[src/rtl/tw_pkg.sv]
package tw_pkg;

  // ****************************************************************
  // Timing
  // ****************************************************************
  localparam int CLK_PERIOD_NS  = 100;
  localparam int NS_KBPS_BIT    = 1000000;
  localparam int RATE_SLOW_KBPS = 100;
  localparam int RATE_MID_KBPS  = 250;
  localparam int RATE_FAST_KBPS = 400;
  // Half bit periods are least times, so they round up
  localparam int HALF_SLOW_CYC  =
    (NS_KBPS_BIT / (2 * RATE_SLOW_KBPS) + CLK_PERIOD_NS - 1) / CLK_PERIOD_NS;
  localparam int HALF_MID_CYC   =
    (NS_KBPS_BIT / (2 * RATE_MID_KBPS) + CLK_PERIOD_NS - 1) / CLK_PERIOD_NS;
  localparam int HALF_FAST_CYC  =
    (NS_KBPS_BIT / (2 * RATE_FAST_KBPS) + CLK_PERIOD_NS - 1) / CLK_PERIOD_NS;
  localparam int DIV_W          = 8;

  localparam logic [1:0] RATE_SEL_SLOW = 2'h0;
  localparam logic [1:0] RATE_SEL_MID  = 2'h1;
  localparam logic [1:0] RATE_SEL_FAST = 2'h2;

  // ****************************************************************
  // Register map
  // ****************************************************************
  localparam logic [7:0] OFF_TASKS     = 8'h00;
  localparam logic [7:0] OFF_EVENTS    = 8'h04;
  localparam logic [7:0] OFF_CONFIG    = 8'h08;
  localparam logic [7:0] OFF_TX_PTR    = 8'h0C;
  localparam logic [7:0] OFF_TX_LEN    = 8'h10;
  localparam logic [7:0] OFF_RX_PTR    = 8'h14;
  localparam logic [7:0] OFF_RX_LEN    = 8'h18;
  localparam logic [7:0] OFF_TX_AMOUNT = 8'h1C;
  localparam logic [7:0] OFF_RX_AMOUNT = 8'h20;
  localparam logic [7:0] OFF_STATUS    = 8'h24;

  localparam int TASK_BEGIN_TX = 0;
  localparam int TASK_BEGIN_RX = 1;
  localparam int TASK_STOP     = 2;
  localparam int TASK_SUSPEND  = 3;
  localparam int TASK_RESUME   = 4;

  localparam int EV_W          = 7;
  localparam int EV_STOPPED    = 0;
  localparam int EV_ERROR      = 1;
  localparam int EV_SUSPENDED  = 2;
  localparam int EV_FINAL_TX   = 3;
  localparam int EV_FINAL_RX   = 4;
  localparam int EV_TX_BEGAN   = 5;
  localparam int EV_RX_BEGAN   = 6;

  localparam int CFG_RATE_LSB  = 0;
  localparam int CFG_ADDR_LSB  = 8;
  localparam int CFG_SHORT_BIT = 16;

  localparam logic [1:0]  RST_RATE  = 2'h0;
  localparam logic [6:0]  RST_SADDR = 7'h00;
  localparam logic [15:0] RST_WORD  = 16'h0000;

  // ****************************************************************
  // Bus encodings
  // ****************************************************************
  localparam logic       DIR_WRITE = 1'b0;
  localparam logic       DIR_READ  = 1'b1;
  localparam logic [3:0] ACK_SLOT  = 4'h8;

  typedef enum logic [10:0] {
    ST_IDLE   = 11'h001,
    ST_START  = 11'h002,
    ST_RS_REL = 11'h004,
    ST_RS_SCL = 11'h008,
    ST_BIT_LO = 11'h010,
    ST_BIT_HI = 11'h020,
    ST_WAIT   = 11'h040,
    ST_SUSP   = 11'h080,
    ST_SP_LOW = 11'h100,
    ST_SP_SCL = 11'h200,
    ST_SP_REL = 11'h400
  } tw_state_t;

endpackage : tw_pkg

[src/rtl/tw_half_div.sv]
`timescale 1ns/100ps
module tw_half_div
  import tw_pkg::*;
#(
  parameter int CNT_W = DIV_W
) (
  // Clock and reset
  input  wire logic       clk_sys,
  input  wire logic       sys_rst,
  // Control
  input  wire logic [1:0] rate_sel,
  input  wire logic       restart,
  // Half bit enable
  output logic            tick
);

  logic [CNT_W-1:0] cnt_ff;
  logic [CNT_W-1:0] nxt_cnt;
  logic [CNT_W-1:0] limit;
  logic             nxt_tick;

  // Tick and the caller's flag each add a cycle, so the count stops short
  always_comb begin
    unique case (rate_sel)
      RATE_SEL_MID:  limit = CNT_W'(HALF_MID_CYC - 3);
      RATE_SEL_FAST: limit = CNT_W'(HALF_FAST_CYC - 3);
      default:       limit = CNT_W'(HALF_SLOW_CYC - 3);
    endcase
    nxt_cnt  = cnt_ff + CNT_W'(1);
    nxt_tick = 1'b0;
    if (restart) begin
      nxt_cnt = '0;
    end else if (cnt_ff >= limit) begin
      nxt_cnt  = '0;
      nxt_tick = 1'b1;
    end
  end

  always_ff @(posedge clk_sys) begin
    if (sys_rst) begin
      cnt_ff <= '0;
      tick   <= 1'b0;
    end else begin
      cnt_ff <= nxt_cnt;
      tick   <= nxt_tick;
    end
  end

endmodule : tw_half_div

[src/rtl/tw_master.sv]
// Overview of operation
// Bit rate 100, 250 or 400 kbps selectable
// Wait while slave holds clock low
// Pulse after stretch may be short
// Sole bus master, no arbitration
// Seven-bit slave address
// Begin tasks start, stop task ends
// Stopped event once fully stopped
// Host waits for final/stopped before restarting
// Suspend: event, clock held low until resume
// Stop ignored while suspended
// Current byte completes before suspending
// Suspend ignored when not transferring
// Not-acknowledge from slave raises error
// Bytes move to and from RAM directly
// Pointer and length double-buffered
// Stopped only after RAM access done
// Plain two-wire signalling, no CBUS
// Start, address, direction bit, acknowledge
// Acknowledge all read bytes but last
// Final-transmit event at last byte start
// No automatic stop on exhaustion or error; stops at buffer end when cfg_short_ff is set
// Stop condition after byte, then event
`timescale 1ns/100ps
module tw_master
  import tw_pkg::*;
#(
  parameter int AW    = 16,
  parameter int LEN_W = 16
) (
  // Clock and reset
  input  wire logic             clk_sys,
  input  wire logic             sys_rst,
  // Register port
  input  wire logic [7:0]       reg_addr,
  input  wire logic [31:0]      reg_wdata,
  input  wire logic             reg_wr,
  input  wire logic             reg_rd,
  output logic      [31:0]      reg_rdata,
  // RAM port
  output logic      [AW-1:0]    mem_addr,
  output logic                  mem_rd,
  input  wire logic [7:0]       mem_rdata,
  output logic                  mem_wr,
  output logic      [7:0]       mem_wdata,
  // Two-wire pins, open drain
  input  wire logic             scl_i,
  output logic                  scl_o,
  output logic                  scl_oe,
  input  wire logic             sda_i,
  output logic                  sda_o,
  output logic                  sda_oe,
  // Event flags
  output logic      [EV_W-1:0]  events
);

  // ****************************************************************
  // Declarations
  // ****************************************************************
  tw_state_t        state_ff, nxt_state;
  logic             half_ok_ff, nxt_half_ok, tick, restart;
  logic [1:0]       pins_s;
  logic             scl_s, sda_s;
  logic             nxt_scl_oe, nxt_sda_oe;
  logic [7:0]       shreg_ff, nxt_shreg;
  logic [3:0]       bit_cnt_ff, nxt_bit_cnt;
  logic             is_addr_ff, nxt_is_addr, is_read_ff, nxt_is_read;
  logic [LEN_W-1:0] tx_cnt_ff, nxt_tx_cnt, rx_cnt_ff, nxt_rx_cnt;
  logic [AW-1:0]    tx_ptr_act_ff, nxt_tx_ptr_act, rx_ptr_act_ff, nxt_rx_ptr_act;
  logic [LEN_W-1:0] tx_len_act_ff, nxt_tx_len_act, rx_len_act_ff, nxt_rx_len_act;
  logic [7:0]       tx_byte_ff, nxt_tx_byte;
  logic             have_byte_ff, nxt_have_byte, rd_busy_ff;
  logic             nxt_mem_rd, nxt_mem_wr;
  logic [AW-1:0]    nxt_mem_addr;
  logic [7:0]       nxt_mem_wdata;
  logic             pend_tx_ff, nxt_pend_tx, pend_rx_ff, nxt_pend_rx;
  logic             pend_stop_ff, nxt_pend_stop, pend_susp_ff, nxt_pend_susp;
  logic [EV_W-1:0]  ev_set, nxt_events;
  logic             do_load, active, dma_idle, rx_last;
  // Register file
  logic [1:0]       cfg_rate_ff, nxt_cfg_rate;
  logic [6:0]       cfg_saddr_ff, nxt_cfg_saddr;
  logic             cfg_short_ff, nxt_cfg_short;
  logic [AW-1:0]    tx_ptr_ff, nxt_tx_ptr, rx_ptr_ff, nxt_rx_ptr;
  logic [LEN_W-1:0] tx_len_ff, nxt_tx_len, rx_len_ff, nxt_rx_len;
  logic [31:0]      nxt_rdata;
  logic             task_wr;
  logic [4:0]       task_bits;

  // Only the enables move; a released line floats high on its pull-up
  assign scl_o = 1'b0;
  assign sda_o = 1'b0;

  // ****************************************************************
  // Pin sampling and bit timing
  // ****************************************************************
  tw_sync #(.W(2)) u_sync (
    .clk_sys  (clk_sys),
    .sys_rst  (sys_rst),
    .async_in ({scl_i, sda_i}),
    .sync_out (pins_s)
  );
  assign scl_s = pins_s[1];
  assign sda_s = pins_s[0];

  assign restart = (nxt_state != state_ff);

  tw_half_div u_div (
    .clk_sys  (clk_sys),
    .sys_rst  (sys_rst),
    .rate_sel (cfg_rate_ff),
    .restart  (restart),
    .tick     (tick)
  );

  // ****************************************************************
  // Bus engine
  // ****************************************************************
  assign task_wr   = reg_wr && (reg_addr == OFF_TASKS);
  assign task_bits = task_wr ? reg_wdata[4:0] : 5'h00;
  assign active    = (state_ff != ST_IDLE) && (state_ff != ST_SP_LOW) &&
                     (state_ff != ST_SP_SCL) && (state_ff != ST_SP_REL);
  assign dma_idle  = !mem_rd && !rd_busy_ff && !mem_wr;
  assign rx_last   = (LEN_W'(rx_cnt_ff + LEN_W'(1)) >= rx_len_act_ff);

  always_comb begin
    nxt_state      = state_ff;
    nxt_half_ok    = half_ok_ff | tick;
    nxt_scl_oe     = scl_oe;
    nxt_sda_oe     = sda_oe;
    nxt_shreg      = shreg_ff;
    nxt_bit_cnt    = bit_cnt_ff;
    nxt_is_addr    = is_addr_ff;
    nxt_is_read    = is_read_ff;
    nxt_tx_cnt     = tx_cnt_ff;
    nxt_rx_cnt     = rx_cnt_ff;
    nxt_tx_ptr_act = tx_ptr_act_ff;
    nxt_rx_ptr_act = rx_ptr_act_ff;
    nxt_tx_len_act = tx_len_act_ff;
    nxt_rx_len_act = rx_len_act_ff;
    nxt_tx_byte    = tx_byte_ff;
    nxt_have_byte  = have_byte_ff;
    nxt_mem_rd     = 1'b0;
    nxt_mem_wr     = 1'b0;
    nxt_mem_addr   = mem_addr;
    nxt_mem_wdata  = mem_wdata;
    nxt_pend_tx    = pend_tx_ff | task_bits[TASK_BEGIN_TX];
    nxt_pend_rx    = pend_rx_ff | task_bits[TASK_BEGIN_RX];
    // A stop while suspended is dropped, not deferred
    nxt_pend_stop  = pend_stop_ff |
                     (task_bits[TASK_STOP] && state_ff != ST_SUSP &&
                      state_ff != ST_IDLE);
    nxt_pend_susp  = pend_susp_ff | (task_bits[TASK_SUSPEND] && active);
    ev_set         = '0;
    do_load        = 1'b0;
    if (rd_busy_ff) begin
      nxt_tx_byte   = mem_rdata;
      nxt_have_byte = 1'b1;
    end
    unique case (state_ff)
      ST_IDLE: begin
        nxt_scl_oe = 1'b0;
        nxt_sda_oe = 1'b0;
        if (task_bits[TASK_STOP]) begin
          ev_set[EV_STOPPED] = 1'b1;
        end
        if (pend_tx_ff || pend_rx_ff) begin
          nxt_sda_oe = 1'b1;
          do_load    = 1'b1;
          nxt_state  = ST_START;
        end
      end
      ST_RS_REL: begin
        nxt_sda_oe = 1'b0;
        if (half_ok_ff) begin
          nxt_scl_oe = 1'b0;
          nxt_state  = ST_RS_SCL;
        end
      end
      ST_RS_SCL: begin
        if (half_ok_ff && scl_s) begin
          nxt_sda_oe = 1'b1;
          do_load    = 1'b1;
          nxt_state  = ST_START;
        end
      end
      ST_START: begin
        if (half_ok_ff) begin
          nxt_scl_oe = 1'b1;
          nxt_state  = ST_BIT_LO;
        end
      end
      ST_BIT_LO: begin
        // Data changes a cycle after the clock fell, giving hold time
        if (bit_cnt_ff == ACK_SLOT) begin
          nxt_sda_oe = (is_read_ff && !is_addr_ff) ? !rx_last : 1'b0;
        end else begin
          nxt_sda_oe = (is_read_ff && !is_addr_ff) ? 1'b0 : !shreg_ff[7];
        end
        if (half_ok_ff) begin
          nxt_scl_oe = 1'b0;
          nxt_state  = ST_BIT_HI;
        end
      end
      ST_BIT_HI: begin
        // High time runs from release, so a stretched pulse ends early
        if (half_ok_ff && scl_s) begin
          nxt_scl_oe = 1'b1;
          if (bit_cnt_ff != ACK_SLOT) begin
            nxt_shreg   = {shreg_ff[6:0], sda_s};
            nxt_bit_cnt = bit_cnt_ff + 4'h1;
            nxt_state   = ST_BIT_LO;
          end else begin
            nxt_state = ST_WAIT;
            if ((is_addr_ff || !is_read_ff) && sda_s) begin
              ev_set[EV_ERROR] = 1'b1;
            end
            if (is_addr_ff) begin
              nxt_is_addr = 1'b0;
              if (is_read_ff && rx_len_act_ff == LEN_W'(1)) begin
                ev_set[EV_FINAL_RX] = 1'b1;
              end
            end else if (!is_read_ff) begin
              nxt_tx_cnt = LEN_W'(tx_cnt_ff + LEN_W'(1));
            end else begin
              nxt_mem_wr    = 1'b1;
              nxt_mem_addr  = rx_ptr_act_ff + AW'(rx_cnt_ff);
              nxt_mem_wdata = shreg_ff;
              nxt_rx_cnt    = LEN_W'(rx_cnt_ff + LEN_W'(1));
              if (rx_len_act_ff > LEN_W'(1) &&
                  LEN_W'(rx_cnt_ff + LEN_W'(2)) == rx_len_act_ff) begin
                ev_set[EV_FINAL_RX] = 1'b1;
              end
            end
          end
        end
      end
      ST_WAIT: begin
        // Clock stays low at a byte boundary; buffer end stops it only when cfg_short_ff is set
        nxt_sda_oe = 1'b0;
        // A read runs on to its refused final byte before it may stop
        if (pend_stop_ff && !(is_read_ff && rx_cnt_ff < rx_len_act_ff)) begin
          nxt_pend_stop = 1'b0;
          nxt_state     = ST_SP_LOW;
        end else if (pend_tx_ff || pend_rx_ff) begin
          nxt_state = ST_RS_REL;
        end else if (pend_susp_ff) begin
          nxt_pend_susp          = 1'b0;
          ev_set[EV_SUSPENDED]   = 1'b1;
          nxt_state              = ST_SUSP;
        end else if (!is_read_ff && tx_cnt_ff < tx_len_act_ff) begin
          if (have_byte_ff) begin
            nxt_shreg     = tx_byte_ff;
            nxt_have_byte = 1'b0;
            nxt_bit_cnt   = 4'h0;
            nxt_state     = ST_BIT_LO;
            if (tx_cnt_ff == LEN_W'(tx_len_act_ff - LEN_W'(1))) begin
              ev_set[EV_FINAL_TX] = 1'b1;
            end
          end else if (!mem_rd && !rd_busy_ff) begin
            nxt_mem_rd   = 1'b1;
            nxt_mem_addr = tx_ptr_act_ff + AW'(tx_cnt_ff);
          end
        end else if (is_read_ff && rx_cnt_ff < rx_len_act_ff) begin
          nxt_bit_cnt = 4'h0;
          nxt_state   = ST_BIT_LO;
        end
      end
      ST_SUSP: begin
        nxt_scl_oe = 1'b1;
        if (task_bits[TASK_RESUME]) begin
          nxt_state = ST_WAIT;
        end
      end
      ST_SP_LOW: begin
        nxt_sda_oe = 1'b1;
        if (half_ok_ff) begin
          nxt_scl_oe = 1'b0;
          nxt_state  = ST_SP_SCL;
        end
      end
      ST_SP_SCL: begin
        if (half_ok_ff && scl_s) begin
          nxt_sda_oe = 1'b0;
          nxt_state  = ST_SP_REL;
        end
      end
      ST_SP_REL: begin
        if (half_ok_ff && dma_idle) begin
          ev_set[EV_STOPPED] = 1'b1;
          // Stop and suspend requests caught while stopping must not leak into the next run
          nxt_pend_stop      = 1'b0;
          nxt_pend_susp      = 1'b0;
          nxt_state          = ST_IDLE;
        end
      end
    endcase
    if (do_load) begin
      // Shadow values are copied here, so software may refill them now
      nxt_is_read    = !pend_tx_ff;
      nxt_pend_tx    = 1'b0;
      nxt_pend_rx    = 1'b0;
      nxt_is_addr    = 1'b1;
      nxt_shreg      = {cfg_saddr_ff, pend_tx_ff ? DIR_WRITE : DIR_READ};
      nxt_bit_cnt    = 4'h0;
      nxt_tx_cnt     = '0;
      nxt_rx_cnt     = '0;
      nxt_have_byte  = 1'b0;
      nxt_tx_ptr_act = tx_ptr_ff;
      nxt_tx_len_act = tx_len_ff;
      nxt_rx_ptr_act = rx_ptr_ff;
      nxt_rx_len_act = rx_len_ff;
      ev_set[pend_tx_ff ? EV_TX_BEGAN : EV_RX_BEGAN] = 1'b1;
    end
    if (cfg_short_ff && (ev_set[EV_FINAL_TX] || ev_set[EV_FINAL_RX])) begin
      nxt_pend_stop = 1'b1;
    end
    // Each state starts its half period afresh
    if (nxt_state != state_ff) begin
      nxt_half_ok = 1'b0;
    end
  end

  always_ff @(posedge clk_sys) begin
    if (sys_rst) begin
      state_ff      <= ST_IDLE;
      half_ok_ff    <= 1'b0;
      scl_oe        <= 1'b0;
      sda_oe        <= 1'b0;
      shreg_ff      <= 8'h00;
      bit_cnt_ff    <= 4'h0;
      is_addr_ff    <= 1'b0;
      is_read_ff    <= 1'b0;
      tx_cnt_ff     <= '0;
      rx_cnt_ff     <= '0;
      tx_ptr_act_ff <= '0;
      rx_ptr_act_ff <= '0;
      tx_len_act_ff <= '0;
      rx_len_act_ff <= '0;
      tx_byte_ff    <= 8'h00;
      have_byte_ff  <= 1'b0;
      rd_busy_ff    <= 1'b0;
      mem_rd        <= 1'b0;
      mem_wr        <= 1'b0;
      mem_addr      <= '0;
      mem_wdata     <= 8'h00;
      pend_tx_ff    <= 1'b0;
      pend_rx_ff    <= 1'b0;
      pend_stop_ff  <= 1'b0;
      pend_susp_ff  <= 1'b0;
    end else begin
      state_ff      <= nxt_state;
      half_ok_ff    <= nxt_half_ok;
      scl_oe        <= nxt_scl_oe;
      sda_oe        <= nxt_sda_oe;
      shreg_ff      <= nxt_shreg;
      bit_cnt_ff    <= nxt_bit_cnt;
      is_addr_ff    <= nxt_is_addr;
      is_read_ff    <= nxt_is_read;
      tx_cnt_ff     <= nxt_tx_cnt;
      rx_cnt_ff     <= nxt_rx_cnt;
      tx_ptr_act_ff <= nxt_tx_ptr_act;
      rx_ptr_act_ff <= nxt_rx_ptr_act;
      tx_len_act_ff <= nxt_tx_len_act;
      rx_len_act_ff <= nxt_rx_len_act;
      tx_byte_ff    <= nxt_tx_byte;
      have_byte_ff  <= nxt_have_byte;
      rd_busy_ff    <= mem_rd;
      mem_rd        <= nxt_mem_rd;
      mem_wr        <= nxt_mem_wr;
      mem_addr      <= nxt_mem_addr;
      mem_wdata     <= nxt_mem_wdata;
      pend_tx_ff    <= nxt_pend_tx;
      pend_rx_ff    <= nxt_pend_rx;
      pend_stop_ff  <= nxt_pend_stop;
      pend_susp_ff  <= nxt_pend_susp;
    end
  end

  // ****************************************************************
  // Register file
  // ****************************************************************
  always_comb begin
    nxt_cfg_rate  = cfg_rate_ff;
    nxt_cfg_saddr = cfg_saddr_ff;
    nxt_cfg_short = cfg_short_ff;
    nxt_tx_ptr    = tx_ptr_ff;
    nxt_tx_len    = tx_len_ff;
    nxt_rx_ptr    = rx_ptr_ff;
    nxt_rx_len    = rx_len_ff;
    nxt_events    = events;
    nxt_rdata     = 32'h0000_0000;
    if (reg_wr) begin
      unique case (reg_addr)
        OFF_EVENTS: nxt_events = events & ~reg_wdata[EV_W-1:0];
        OFF_CONFIG: begin
          nxt_cfg_rate  = reg_wdata[CFG_RATE_LSB +: 2];
          nxt_cfg_saddr = reg_wdata[CFG_ADDR_LSB +: 7];
          nxt_cfg_short = reg_wdata[CFG_SHORT_BIT];
        end
        OFF_TX_PTR: nxt_tx_ptr = reg_wdata[AW-1:0];
        OFF_TX_LEN: nxt_tx_len = reg_wdata[LEN_W-1:0];
        OFF_RX_PTR: nxt_rx_ptr = reg_wdata[AW-1:0];
        OFF_RX_LEN: nxt_rx_len = reg_wdata[LEN_W-1:0];
        default: ;
      endcase
    end
    // Hardware set wins over a clear in the same cycle
    nxt_events = nxt_events | ev_set;
    if (reg_rd) begin
      unique case (reg_addr)
        OFF_EVENTS:    nxt_rdata = 32'(events);
        OFF_CONFIG:    nxt_rdata = (32'(cfg_short_ff) << CFG_SHORT_BIT) |
                                   (32'(cfg_saddr_ff) << CFG_ADDR_LSB) |
                                   32'(cfg_rate_ff);
        OFF_TX_PTR:    nxt_rdata = 32'(tx_ptr_ff);
        OFF_TX_LEN:    nxt_rdata = 32'(tx_len_ff);
        OFF_RX_PTR:    nxt_rdata = 32'(rx_ptr_ff);
        OFF_RX_LEN:    nxt_rdata = 32'(rx_len_ff);
        OFF_TX_AMOUNT: nxt_rdata = 32'(tx_cnt_ff);
        OFF_RX_AMOUNT: nxt_rdata = 32'(rx_cnt_ff);
        OFF_STATUS:    nxt_rdata = {30'h0000_0000, state_ff == ST_SUSP,
                                    state_ff != ST_IDLE};
        default:       nxt_rdata = 32'h0000_0000;
      endcase
    end
  end

  always_ff @(posedge clk_sys) begin
    if (sys_rst) begin
      cfg_rate_ff  <= RST_RATE;
      cfg_saddr_ff <= RST_SADDR;
      cfg_short_ff <= 1'b0;
      tx_ptr_ff    <= AW'(RST_WORD);
      tx_len_ff    <= LEN_W'(RST_WORD);
      rx_ptr_ff    <= AW'(RST_WORD);
      rx_len_ff    <= LEN_W'(RST_WORD);
      events       <= '0;
      reg_rdata    <= 32'h0000_0000;
    end else begin
      cfg_rate_ff  <= nxt_cfg_rate;
      cfg_saddr_ff <= nxt_cfg_saddr;
      cfg_short_ff <= nxt_cfg_short;
      tx_ptr_ff    <= nxt_tx_ptr;
      tx_len_ff    <= nxt_tx_len;
      rx_ptr_ff    <= nxt_rx_ptr;
      rx_len_ff    <= nxt_rx_len;
      events       <= nxt_events;
      reg_rdata    <= nxt_rdata;
    end
  end

endmodule : tw_master

[src/rtl/tw_sync.sv]
`timescale 1ns/100ps
module tw_sync #(
  parameter int W = 2
) (
  // Clock and reset
  input  wire logic         clk_sys,
  input  wire logic         sys_rst,
  // Data
  input  wire logic [W-1:0] async_in,
  output logic      [W-1:0] sync_out
);

  logic [W-1:0] meta_ff;

  // Idle bus level is high, so reset to one
  for (genvar i = 0; i < W; i++) begin : g_bit
    always_ff @(posedge clk_sys) begin
      if (sys_rst) begin
        meta_ff[i]  <= 1'b1;
        sync_out[i] <= 1'b1;
      end else begin
        meta_ff[i]  <= async_in[i];
        sync_out[i] <= meta_ff[i];
      end
    end
  end

endmodule : tw_sync
[config.mk]
export PLATFORM = sky130hd
export DESIGN_NAME = tw_master
export DESIGN_NICKNAME = d
export VERILOG_FILES = /design/src/rtl/tw_pkg.sv /design/src/rtl/tw_half_div.sv /design/src/rtl/tw_master.sv /design/src/rtl/tw_sync.sv
export SDC_FILE = /design/constraint.sdc
export NUM_CORES = 1
export LEC_CHECK = 0
export BUFFER_PORTS_ARGS = -buffer_cell sky130_fd_sc_hd__clkbuf_2
export CAP_MARGIN = 20
export CORE_UTILIZATION = 39
export CTS_BUF_LIST = sky130_fd_sc_hd__clkbuf_16
export DETAILED_ROUTE_END_ITERATION = 16
export GPL_ROUTABILITY_DRIVEN = 0
export PLACE_DENSITY_LB_ADDON = 0.15
export SETUP_SLACK_MARGIN = 0.3
export SLEW_MARGIN = 20
export SYNTH_ARGS = -nofsm -noshare
export SYNTH_HDL_FRONTEND = slang
export SYNTH_HIERARCHICAL = 1
export SYNTH_SLANG_ARGS = --single-unit
[constraint.sdc]
create_clock -name clk_sys -period 4.26 [get_ports clk_sys]
set_clock_uncertainty 0.15 [all_clocks]
set_input_delay 0.213 -clock clk_sys [delete_from_list [all_inputs] [get_ports clk_sys]]
set_output_delay 0.213 -clock clk_sys [all_outputs]
set_load 0.005 [all_outputs]
After elaboration in Yosys (flattened, before gate mapping)
Cells that the tools add are included.
{"block": "op_classes", "addsub": 8, "reduce_logical": 60, "bitwise": 19, "order_cmp": 7, "n_eq_ne": 58, "mux": 114}
{"op": "2-to-1 mux 11 bit", "count": 16}
{"op": "2-to-1 mux 16 bit", "count": 10}
{"op": "case mux 17 bit (9 select lines)", "count": 1}
{"op": "case mux 11 bit (11 select lines)", "count": 1}
{"op": "2-to-1 mux 8 bit", "count": 8}
{"op": "2-to-1 mux 1 bit", "count": 50}
{"op": "adder 16 x 1 -> 16 bit, second input constant", "count": 2}
{"op": "adder 16 bit", "count": 2}
{"op": "equality test 16 bit", "count": 2}
{"op": "equality test 8 x 5 -> 1 bit, second input constant", "count": 4}
{"op": "< comparator 16 bit", "count": 2}
{"op": "2-to-1 mux 4 bit", "count": 8}
{"op": "case mux 16 bit (2 select lines)", "count": 1}
{"op": "inequality test 2 bit, second input constant", "count": 15}
{"op": "2-to-1 mux 7 bit", "count": 4}
{"op": "inequality test 3 bit, second input constant", "count": 9}
{"op": "logical AND 1 bit", "count": 20}
{"op": "bitwise OR 17 x 15 -> 17 bit", "count": 1}
{"op": "bitwise OR 17 x 2 -> 17 bit", "count": 1}
{"op": "adder 16 x 2 -> 16 bit, second input constant", "count": 1}
{"op": "equality test 16 x 1 -> 1 bit, second input constant", "count": 1}
{"op": "equality test 8 x 4 -> 1 bit, second input constant", "count": 2}
{"op": "equality test 8 x 6 -> 1 bit, second input constant", "count": 2}
{"op": "greater-or-equal comparator 16 bit", "count": 1}
{"op": "62 further kinds", "count": 102}
{"block": "totals", "wordCells": 306, "register_bits": 290}

Longest topological paths before layout
Gate-level depths: netlist of run 1.
{"block": "logic_depth", "word_depth": 14, "mapped_depth": 14}

By module
Netlist of run 1, hierarchy kept.
{"mod": "tw_master", "cells_each": 1949, "seq_area_each_um2": 5245.0, "n_inst": 1, "area_per_inst_um2": 15124.5}
{"mod": "tw_half_div", "cells_each": 55, "seq_area_each_um2": 180.2, "n_inst": 1, "area_per_inst_um2": 531.8}
{"mod": "tw_sync", "cells_each": 8, "seq_area_each_um2": 80.1, "n_inst": 1, "area_per_inst_um2": 105.1}

Least setup slack after synthesis of run 1
OpenSTA, ideal clock, no wires.
{"block": "synth_timing", "kind": "register -> register", "start": "register rx_cnt_ff[1]", "end": "register sda_oe", "path_buffers": 0, "path_stages_with_launch": 13, "path_slack_ns": 1.176, "setup_time_ns": 0.132, "required_time_ns": 3.978, "arrival_ns": 2.802, "path_cell_list": "dfxtp_1 > ha_1 > nand3_1 > nor4_1 > nand3_1 > nor2_1 > xor2_1 > ha_1 > nand4_1 > nor3_1 > o2111ai_1 > o2111ai_1 > a21oi_1"}
{"block": "synth_between", "elab_chain_cells": 6}
{"element": "start, declared", "line": "tw_master.sv:68", "text": "logic [LEN_W-1:0] tx_cnt_ff, nxt_tx_cnt, rx_cnt_ff, nxt_rx_cnt;"}
{"element": "start signal, assigned", "line": "tw_master.sv:361", "text": "rx_cnt_ff <= nxt_rx_cnt;"}
{"element": "adder 16 x 1 -> 16 bit", "line": "tw_master.sv:124", "text": "assign rx_last = (LEN_W'(rx_cnt_ff + LEN_W'(1)) >= rx_len_act_ff);"}
{"element": "greater-or-equal comparator 16 bit", "line": "tw_master.sv:124"}
{"element": "zero test 1 bit", "line": "tw_master.sv:196", "text": "nxt_sda_oe = (is_read_ff && !is_addr_ff) ? !rx_last : 1'b0;"}
{"element": "2-to-1 mux 1 bit", "line": "tw_master.sv:196"}
{"element": "2-to-1 mux 1 bit", "line": "tw_master.sv:195", "text": "if (bit_cnt_ff == ACK_SLOT) begin"}
{"element": "case mux 1 bit (6 select lines)", "line": "tw_master.sv:160", "text": "unique case (state_ff)"}
{"element": "end signal, assigned", "line": "tw_master.sv:355", "text": "sda_oe <= nxt_sda_oe;"}
{"element": "end, declared", "line": "tw_master.sv:52", "text": "output logic sda_oe,"}
Every way passes these cells.
A chain may end at the register's enable or synchronous reset.

Worst setup path in the final report of run 1
{"block": "layout_timing", "start": "register state_ff[2]", "end": "register u_div.cnt_ff[6]"}
{"block": "layout_between", "elab_chain_cells": 8, "elab_cells_between_ends": 30, "classes_between": "12 x eq/ne; 17 x mux; 1 x reduce/logical"}
{"element": "start, declared", "line": "tw_master.sv:60", "text": "tw_state_t state_ff, nxt_state;"}
{"element": "start signal, assigned", "line": "tw_master.sv:352", "text": "state_ff <= nxt_state;"}
{"element": "2-to-1 mux 11 bit (on tied branches)", "line": "tw_master.sv:264, tw_master.sv:252"}
{"element": "2-to-1 mux 11 bit", "line": "tw_master.sv:251", "text": "end else if (!is_read_ff && tx_cnt_ff < tx_len_act_ff) begin"}
{"element": "2-to-1 mux 11 bit", "line": "tw_master.sv:247", "text": "end else if (pend_susp_ff) begin"}
{"element": "2-to-1 mux 11 bit", "line": "tw_master.sv:245", "text": "end else if (pend_tx_ff || pend_rx_ff) begin"}
{"element": "2-to-1 mux 11 bit", "line": "tw_master.sv:242", "text": "if (pend_stop_ff && !(is_read_ff && rx_cnt_ff < rx_len_act_ff)) begin"}
{"element": "case mux 11 bit (11 select lines)", "line": "tw_master.sv:160"}
{"element": "inequality test 11 bit (*)", "line": "tw_master.sv:106", "text": "assign restart = (nxt_state != state_ff);"}
{"element": "via restart", "line": "tw_master.sv:61", "text": "logic half_ok_ff, nxt_half_ok, tick, restart;"}
{"element": "OR reduction 3 bit (no line) (*)"}
{"element": "end signal, assigned", "line": "tw_half_div.sv:44", "text": "cnt_ff <= nxt_cnt;"}
{"element": "end, declared", "line": "tw_half_div.sv:17", "text": "logic [CNT_W-1:0] cnt_ff;"}
Mark *: on every way through the listed nets, which the timed path passes. The rest lies on a longest branch.

==> impl_metrics.py, run 1 <==
metrics = {
    "clock_tree": {
        "clkLatencyLatePin_ns": 0.59,
        "clkTransAtPathRegs_ns": 0.06,
        "cts_setup_buffers": 0,
        "cts_root_buffer": "clkbuf_16",
        "cts_max_path_buffers": 3,
        "cts.sinks": 275,
        "cts_buffers": 31,
        "cts_tree": "built",
        "h-tree-depth": 1,
    },
    "grt": {
        "antenna_found_initial": 0,
        "grt_max_degree": 95,
        "grt_overflow": 0,
        "grt_pass1_vias": 13800,
        "grtUsageTotal_pct": 26.6,
        "grt_pass1_wl_mm": 84.1,
    },
    "floorplanning": {
        "initial_utilization_pct": 39.6,
        "io_pins": 123,
        "rows": 73,
        "die-width_um": 203,
        "core_sq_mm": 0.0398,
        "fp.dieH_um": 203,
        "dieArea_sq_mm": 0.0412,
    },
    "detailed_routing": {
        "drtAntennaViolNets": 0,
        "vias": 15200,
        "detail_route.vias_per_cell": 5.70,
        "drc": 0,
        "wire_per_inst_um": 21.1,
        "drt_wl_total_mm": 56.1,
        "drt_first_pass_iters": 8,
        "drt-initial-drc-count": 1428,
    },
    "cells_and_area": {
        "insertedDiodeCount": 0,
        "final_cell_mix": "416 x nand2_1, 274 x dfxtp_1, 228 x a21oi_1",
        "nets": 2265,
        "final_common_cell": "nand2_1",
        "syn_to_final_growth_pct": 15.6,
        "drive_gt1_share_pct": 11.3,
        "stdcell_area_sq_mm": 0.0182,
        "fill_cells": 4113,
    },
    "power": {
        "vdd_drop_max_mv": 0.256,
        "p_per_area_mw_per_mm2": 299,
        "p_leak_nw": 6.89,
    },
    "critical_path": {
        "crit_slowest_cell": "nor4_2",
        "worstPathRequired_ns": 4.61,
        "cp-start-kind": "flip-flop",
        "cp_max_fo": 15,
        "path_cells": "nor4_2 > nand2_1 > a21oi_1 > or3_1 > mux2i_1 > a31oi_1 > or3_1 > nor2_1 > nand2_2 > nor4_2",
        "worstSetupPathType": "reg -> reg",
        "path_delay_family": "simple AND/OR/NAND/NOR gates",
        "crit_buf_inv": 0,
        "max_stage_delay_ns": 0.91,
        "cp_data_arrival_time_ns": 4.02,
        "crit_path_end_kind": "flip-flop",
    },
    "placement": {
        "place_hpwl_mm": 42.0,
        "io_buffers": 90,
        "placed_area_sq_mm": 0.0168,
    },
    "synth": {
        "ys_seq_elements": 275,
        "syn_area_sq_mm": 0.0158,
        "synth_area_leaders": "dfxtp_1 35%, nand2_1 9.9%, ha_1 7.4%",
        "yosys.area.top_type": "dfxtp_1",
        "synthCells": 2012,
        "yosysWarnings": 6,
        "synth_edf_count": 0,
        "postSynth.asyncResetShare_pct": 0,
        "synthFlopType": "dfxtp_1",
        "synth.distinct_cells": 88,
        "ys_seq_area_share_pct": 34.9,
        "synth_area_per_cell_sq_um": 7.83,
        "synth.top_cell.area_share_pct": 34.9,
    },
    "sta": {
        "max-slew-margin-rel_pct": 24.4,
        "final.min_clock_period_ns": 3.68,
        "drv_slew": 0,
        "setup_viol": 0,
        "finalHoldViolations": 0,
        "worst_slew_pin_slew_ns": 1.13,
        "setup-tns-final_ns": 0,
        "timing.final.crit_share_pct": 86.3,
        "fmax_mhz": 272,
        "rsz0062_at_grt": "false",
    },
    "worst_hold_path": {
        "hp-class": "in -> reg",
    },
    "run": {
        "cap_violations": 0,
    },
    "run_status": {
        "outcome": "finished clean",
    },
}
## metal layers
| layer | track usage, % | share of wire [%] |
|---|---|---|
| met5 | 0 | 0 |
| met2 | 41.4 | 43 |
| met3 | 4.06 | 8.5 |
| met1 | 38.1 | 46 |
| met4 | 6.95 | 2.5 |
## cells by family (layout without fill, tap and decap cells)
family | after synthesis | in the layout | synth area share, %
adders and majority gates | 95 | 95 | 7.64
DFF | 275 | 275 | 34.9
AOI/OAI and AO/OA | 481 | 481 | 19.8
other | 2 | 18 | 0.0476
buffers and inverters | 204 | 315 | 5.57
and+or+nand+nor | 818 | 818 | 24.2
xor gates and xnor gates | 106 | 106 | 5.89
muxes | 31 | 31 | 1.97
## cells in the mapped netlist, types with 7 or more instances
cell type and instances:
a221oi_1 13, nor2_1 123, nand4_1 24, a31oi_1 20, or3_1 21, nor2b_1 16, ha_1 93, a21o_1 15
o21ai_0 43, xnor2_1 54, nand2b_1 10, o22ai_1 8, nor3_1 47, o21a_1 9, nand3_1 47, a21oi_1 228
clkbuf_1 85, nor4_1 17, a222oi_1 12, nor3b_1 7, dfxtp_1 275, xor2_1 52, a22oi_1 14, buf_2 26
buf_4 19, nand2_1 416, o31ai_1 19, mux2i_1 31, or2_2 8, and3_1 28, or4_1 10, inv_1 66
o211ai_1 8, a211oi_1 20
## registers in the layout (all words and copies together), names as in the netlist, 11 cells and up
| register | flops |
|---|---|
| rx_ptr_ff | 16 |
| tx_len_act_ff | 16 |
| rx_cnt_ff | 16 |
| rx_len_act_ff | 16 |
| tx_ptr_act_ff | 16 |
| tx_ptr_ff | 16 |
| state_ff | 11 |
| rx_len_ff | 16 |
| tx_cnt_ff | 16 |
| tx_len_ff | 16 |
| mem_addr | 16 |
| rx_ptr_act_ff | 16 |
| reg_rdata | 17 |
## path summary, 6_finish.rpt
path	end	from	cells past startpoint	slack [ns]
min	reg_rdata[16]	reg_addr[3]	3	0.1
max reg2reg	u_div/cnt_ff[6]	state_ff[2]	10	0.58
max	u_div/cnt_ff[6]	state_ff[2]	10	0.58
min reg2reg	u_sync/sync_out[1]	u_sync/meta_ff[1]	1	0.26
## where the power goes
part	switching, mW	internal [mW]
registers	0.00454	2.58
clock network	1.14	1.56
logic	0.112	0.0538
total	1.25	4.19
## cell type report
cell class,count,area (sq um),area share [%]
Multi-Input combinational cell,1549,9460,51.9
Sequential cell,275,5510,30.2
Timing Repair Buffer,193,1340,7.34
Clock buffer,31,776,4.26
Tap cell,525,657,3.61
Inverter,66,248,1.36
Clock inverter,25,230,1.26
## worst min-delay path, cell delays in order
cell	delay, ns
clkbuf_2	0.15
nand3_1	0.28
nor4b_1	0.13
## repair_timing
action	CTS	global route
resized for setup	0	1
endpoints found under the setup margin	0	1
hold buffers	38	0
endpoints found under the hold margin	113	0
## metrics by stage
step | hold slack (ns) | total power, mW | std cells | setup slack (ns) | utilization [%]
2_1_floorplan | 0.160 | 2.72 | 2028 | 1.18 | -
6_report | 0.0964 | 5.44 | 2664 | 0.584 | 45.7
3_5_place_dp | 0.243 | 2.78 | 2570 | 0.631 | 42.3
5_1_grt | 0.0906 | 5.60 | 2664 | 0.305 | 45.7
3_3_place_gp | 0.245 | 2.78 | 2570 | 0.654 | 42.3
4_1_cts | 0.0492 | 5.49 | 2664 | 0.606 | 45.7
No activity file was read; power rests on OpenSTA's default activity.
==> run 2: changes to the inputs <==
ABC_AREA = 1   (was unset)
CTS_CLUSTER_DIAMETER = 80   (was unset)
SLEW_MARGIN = unset   (was 20)
==> run 2 against run 1 <==
Combinational power up 16%. Utilization is 0.28 points higher. Sequential share of layout area up 0.44 points. Non-clock buffer count decreased by 28. Hold slack worse by 0.047 ns. Synthesized cell count increased by 9.0%. Clock-buffer cell count unchanged. Via count increased by 3.2%. Power is essentially flat. Cell area shrank 1.5%. Global-route usage increased by 0.53 points. Critical endpoint is now sda_oe.
==> impl_metrics.py, run 2 <==
metrics = {
    "detailed_routing": {
        "drc": 0,
        "drt-initial-drc-count": 1492,
        "vias": 15700,
        "drt_first_pass_iters": 6,
        "drtAntennaViolNets": 0,
        "detail_route.vias_per_cell": 5.49,
        "drt_wl_total_mm": 56.1,
        "wire_per_inst_um": 19.7,
    },
    "power": {
        "switchingPower_mw": 1.25,
        "cell_internal_pwr_mw": 4.19,
        "pwr-share-comb_pct": 3.5,
        "pwr-share-clk_pct": 48.9,
        "power_mw": 5.44,
        "p_leak_nw": 7.87,
        "p_per_area_mw_per_mm2": 303,
        "switching_share_pct": 23.0,
        "seqPwrFrac_pct": 47.5,
        "vdd_drop_max_mv": 0.292,
    },
    "floorplanning": {
        "rows": 72,
        "core_sq_mm": 0.0390,
        "die-width_um": 202,
        "initial_utilization_pct": 39.9,
        "dieArea_sq_mm": 0.0407,
        "fp.dieH_um": 202,
        "io_pins": 123,
    },
    "cells_and_area": {
        "largest_reg_flops": 17,
        "nets": 2464,
        "syn_to_final_growth_pct": 15.3,
        "stdcell_area_sq_mm": 0.0179,
        "final_cells": 2855,
        "final_util_pct": 46.0,
        "insertedDiodeCount": 0,
        "final_common_cell": "nand2_1",
        "final_cell_mix": "331 x nand2_1, 275 x dfxtp_1, 261 x inv_1",
        "top_register": "reg_rdata",
        "drive_gt1_share_pct": 9.80,
    },
    "clock_tree": {
        "cts_buffers": 31,
        "cts_root_buffer": "clkbuf_16",
        "cts_tree": "built",
        "cts_max_path_buffers": 3,
        "h-tree-depth": 1,
        "clkLatencyLatePin_ns": 0.58,
        "cts_resized": 0,
        "clkTransAtPathRegs_ns": 0.06,
        "cts.sinks": 275,
    },
    "critical_path": {
        "max_stage_delay_ns": 0.57,
        "cp-start-kind": "flip-flop",
        "crit_slowest_cell": "dfxtp_1",
        "worstPathRequired_ns": 4.60,
        "path_cells": "ha_1 > nand3_1 > nor2_1 > nand3_1 > nor2_1 > xor2_1 > inv_1 > ha_1 > a21oi_1 > nor2_1 > a2111oi_0 > o21ai_0 > buf_4 > nand2_1 > nand2_1 > nand2_1 > nand2_1 > a21oi_1",
        "crit_path_end_kind": "flip-flop",
        "path_common_cell": "nand2_1",
        "worstSetupPathType": "reg -> reg",
        "cp_max_fo": 8,
        "cp_data_arrival_time_ns": 3.98,
        "crit_buf_inv": 2,
        "path_delay_family": "simple AND/OR/NAND/NOR gates",
    },
    "placement": {
        "dp.cells": 2764,
        "placed_area_sq_mm": 0.0166,
        "dpl_worst_slack_ns": 0.745,
        "place_hpwl_mm": 42.9,
        "io_buffers": 90,
    },
    "sta": {
        "fmax_mhz": 275,
        "setup-tns-final_ns": 0,
        "finalHoldViolations": 0,
        "fin_ws_ns": 0.625,
        "hold_slack_ns": 0.0497,
        "final.min_clock_period_ns": 3.63,
        "rsz0062_at_grt": "false",
        "drv_slew": 0,
        "worst_slew_pin_slew_ns": 1.04,
        "max-slew-margin-rel_pct": 30.7,
        "setup_viol": 0,
        "timing.final.crit_share_pct": 85.3,
    },
    "run_status": {
        "outcome": "finished clean",
    },
    "synth": {
        "synth_area_per_cell_sq_um": 7.10,
        "yosys.area.top_type": "dfxtp_1",
        "ys_seq_area_share_pct": 35.4,
        "synth.distinct_cells": 57,
        "yosys-top-cells-count": "332 x nand2_1, 275 x dfxtp_1, 254 x inv_1, 254 x nor2_1, 235 x a21oi_1",
        "synth_adder_area_share_pct": 7.73,
        "synth_area_leaders": "dfxtp_1 35%, nand2_1 8.0%, a21oi_1 7.6%",
        "synth_most_common_cell": "nand2_1",
        "synthXorXnorAreaFrac_pct": 4.05,
        "synthCells": 2194,
        "postSynth.asyncResetShare_pct": 0,
        "synth.top_cell.area_share_pct": 35.4,
        "synth_top_family_by_area": "simple AND/OR/NAND/NOR gates",
        "synth.area.mux_share_pct": 0,
        "synth-compound-area-share_pct": 21.8,
        "synth_edf_count": 0,
        "synthFlopType": "dfxtp_1",
        "ys_seq_elements": 275,
        "syn_area_sq_mm": 0.0156,
        "yosysWarnings": 6,
        "synth-simple-area-share_pct": 21.8,
    },
    "grt": {
        "grt_pass1_vias": 14500,
        "grtUsageTotal_pct": 27.1,
        "grt_max_degree": 128,
        "antenna_found_initial": 0,
        "grt_pass1_wl_mm": 85.2,
        "grt_overflow": 0,
    },
    "run": {
        "cap_violations": 0,
    },
    "worst_hold_path": {
        "hp-class": "in -> reg",
    },
}
## run 2: routing by layer
metal / wire [um] / vias to the layer above / track usage [%]
li1: - / 7591 / -
met1: 24800 / 7295 / 37.3
met2: 24700 / 665 / 43.1
met3: 4680 / 113 / 4.66
met4: 1930 / 0 / 8.60
met5: 0 / - / 0
## run 2: kinds of logic (layout without fill, tap and decap cells)
family | count (synthesis) | in the layout
AOI/OAI and AO/OA | 609 | 609
buffers and inverters | 357 | 484
and+or+nand+nor | 784 | 784
DFF | 275 | 275
other | 2 | 18
adders and majority gates | 95 | 95
xor gates and xnor gates | 72 | 72
## run 2: worst paths after layout
path | start | endpoint | slack [ns] | cells after the start
setup reg to reg | rx_cnt_ff[2] | sda_oe | 0.63 | 18
setup / recovery | rx_cnt_ff[2] | sda_oe | 0.63 | 18
hold / removal | reg_addr[0] | reg_rdata[0] | 0.05 | 6
hold reg to reg | u_sync/meta_ff[0] | u_sync/sync_out[0] | 0.26 | 2
## run 2: power groups by stage
| stage | sequential (mW) | clock [mW] | combinational, mW |
|---|---|---|---|
| after floorplan | 2.64 | 0 | 0.101 |
| after global placement | 2.64 | 0 | 0.162 |
| after detailed placement | 2.64 | 0 | 0.162 |
| after CTS | 2.59 | 2.70 | 0.186 |
| after global routing | 2.59 | 2.81 | 0.207 |
| final | 2.59 | 2.66 | 0.193 |
## run 2: repair_timing
item	in CTS	in global routing
hold buffers	35	0
endpoints found under the hold margin	95	0
buffers inserted	0	0
## run 2: worst reg2reg max path, stage by stage (launching register included)
cell	delay, ns
dfxtp_1	0.57
ha_1	0.27
nand3_1	0.15
nor2_1	0.26
nand3_1	0.19
nor2_1	0.16
xor2_1	0.20
inv_1	0.06
ha_1	0.30
a21oi_1	0.14
nor2_1	0.05
a2111oi_0	0.32
o21ai_0	0.16
buf_4	0.19
nand2_1	0.06
nand2_1	0.09
nand2_1	0.07
nand2_1	0.05
a21oi_1	0.11
## run 2: area by class of cell
cell class	instances	area (sq um)
fillers	4020	21100
multi-input cells	1578	8700
flip-flops and latches	275	5510
repair buffers	165	1120
inverters	264	992
clock buffers	31	776
well taps	518	648
clock inverters	24	210
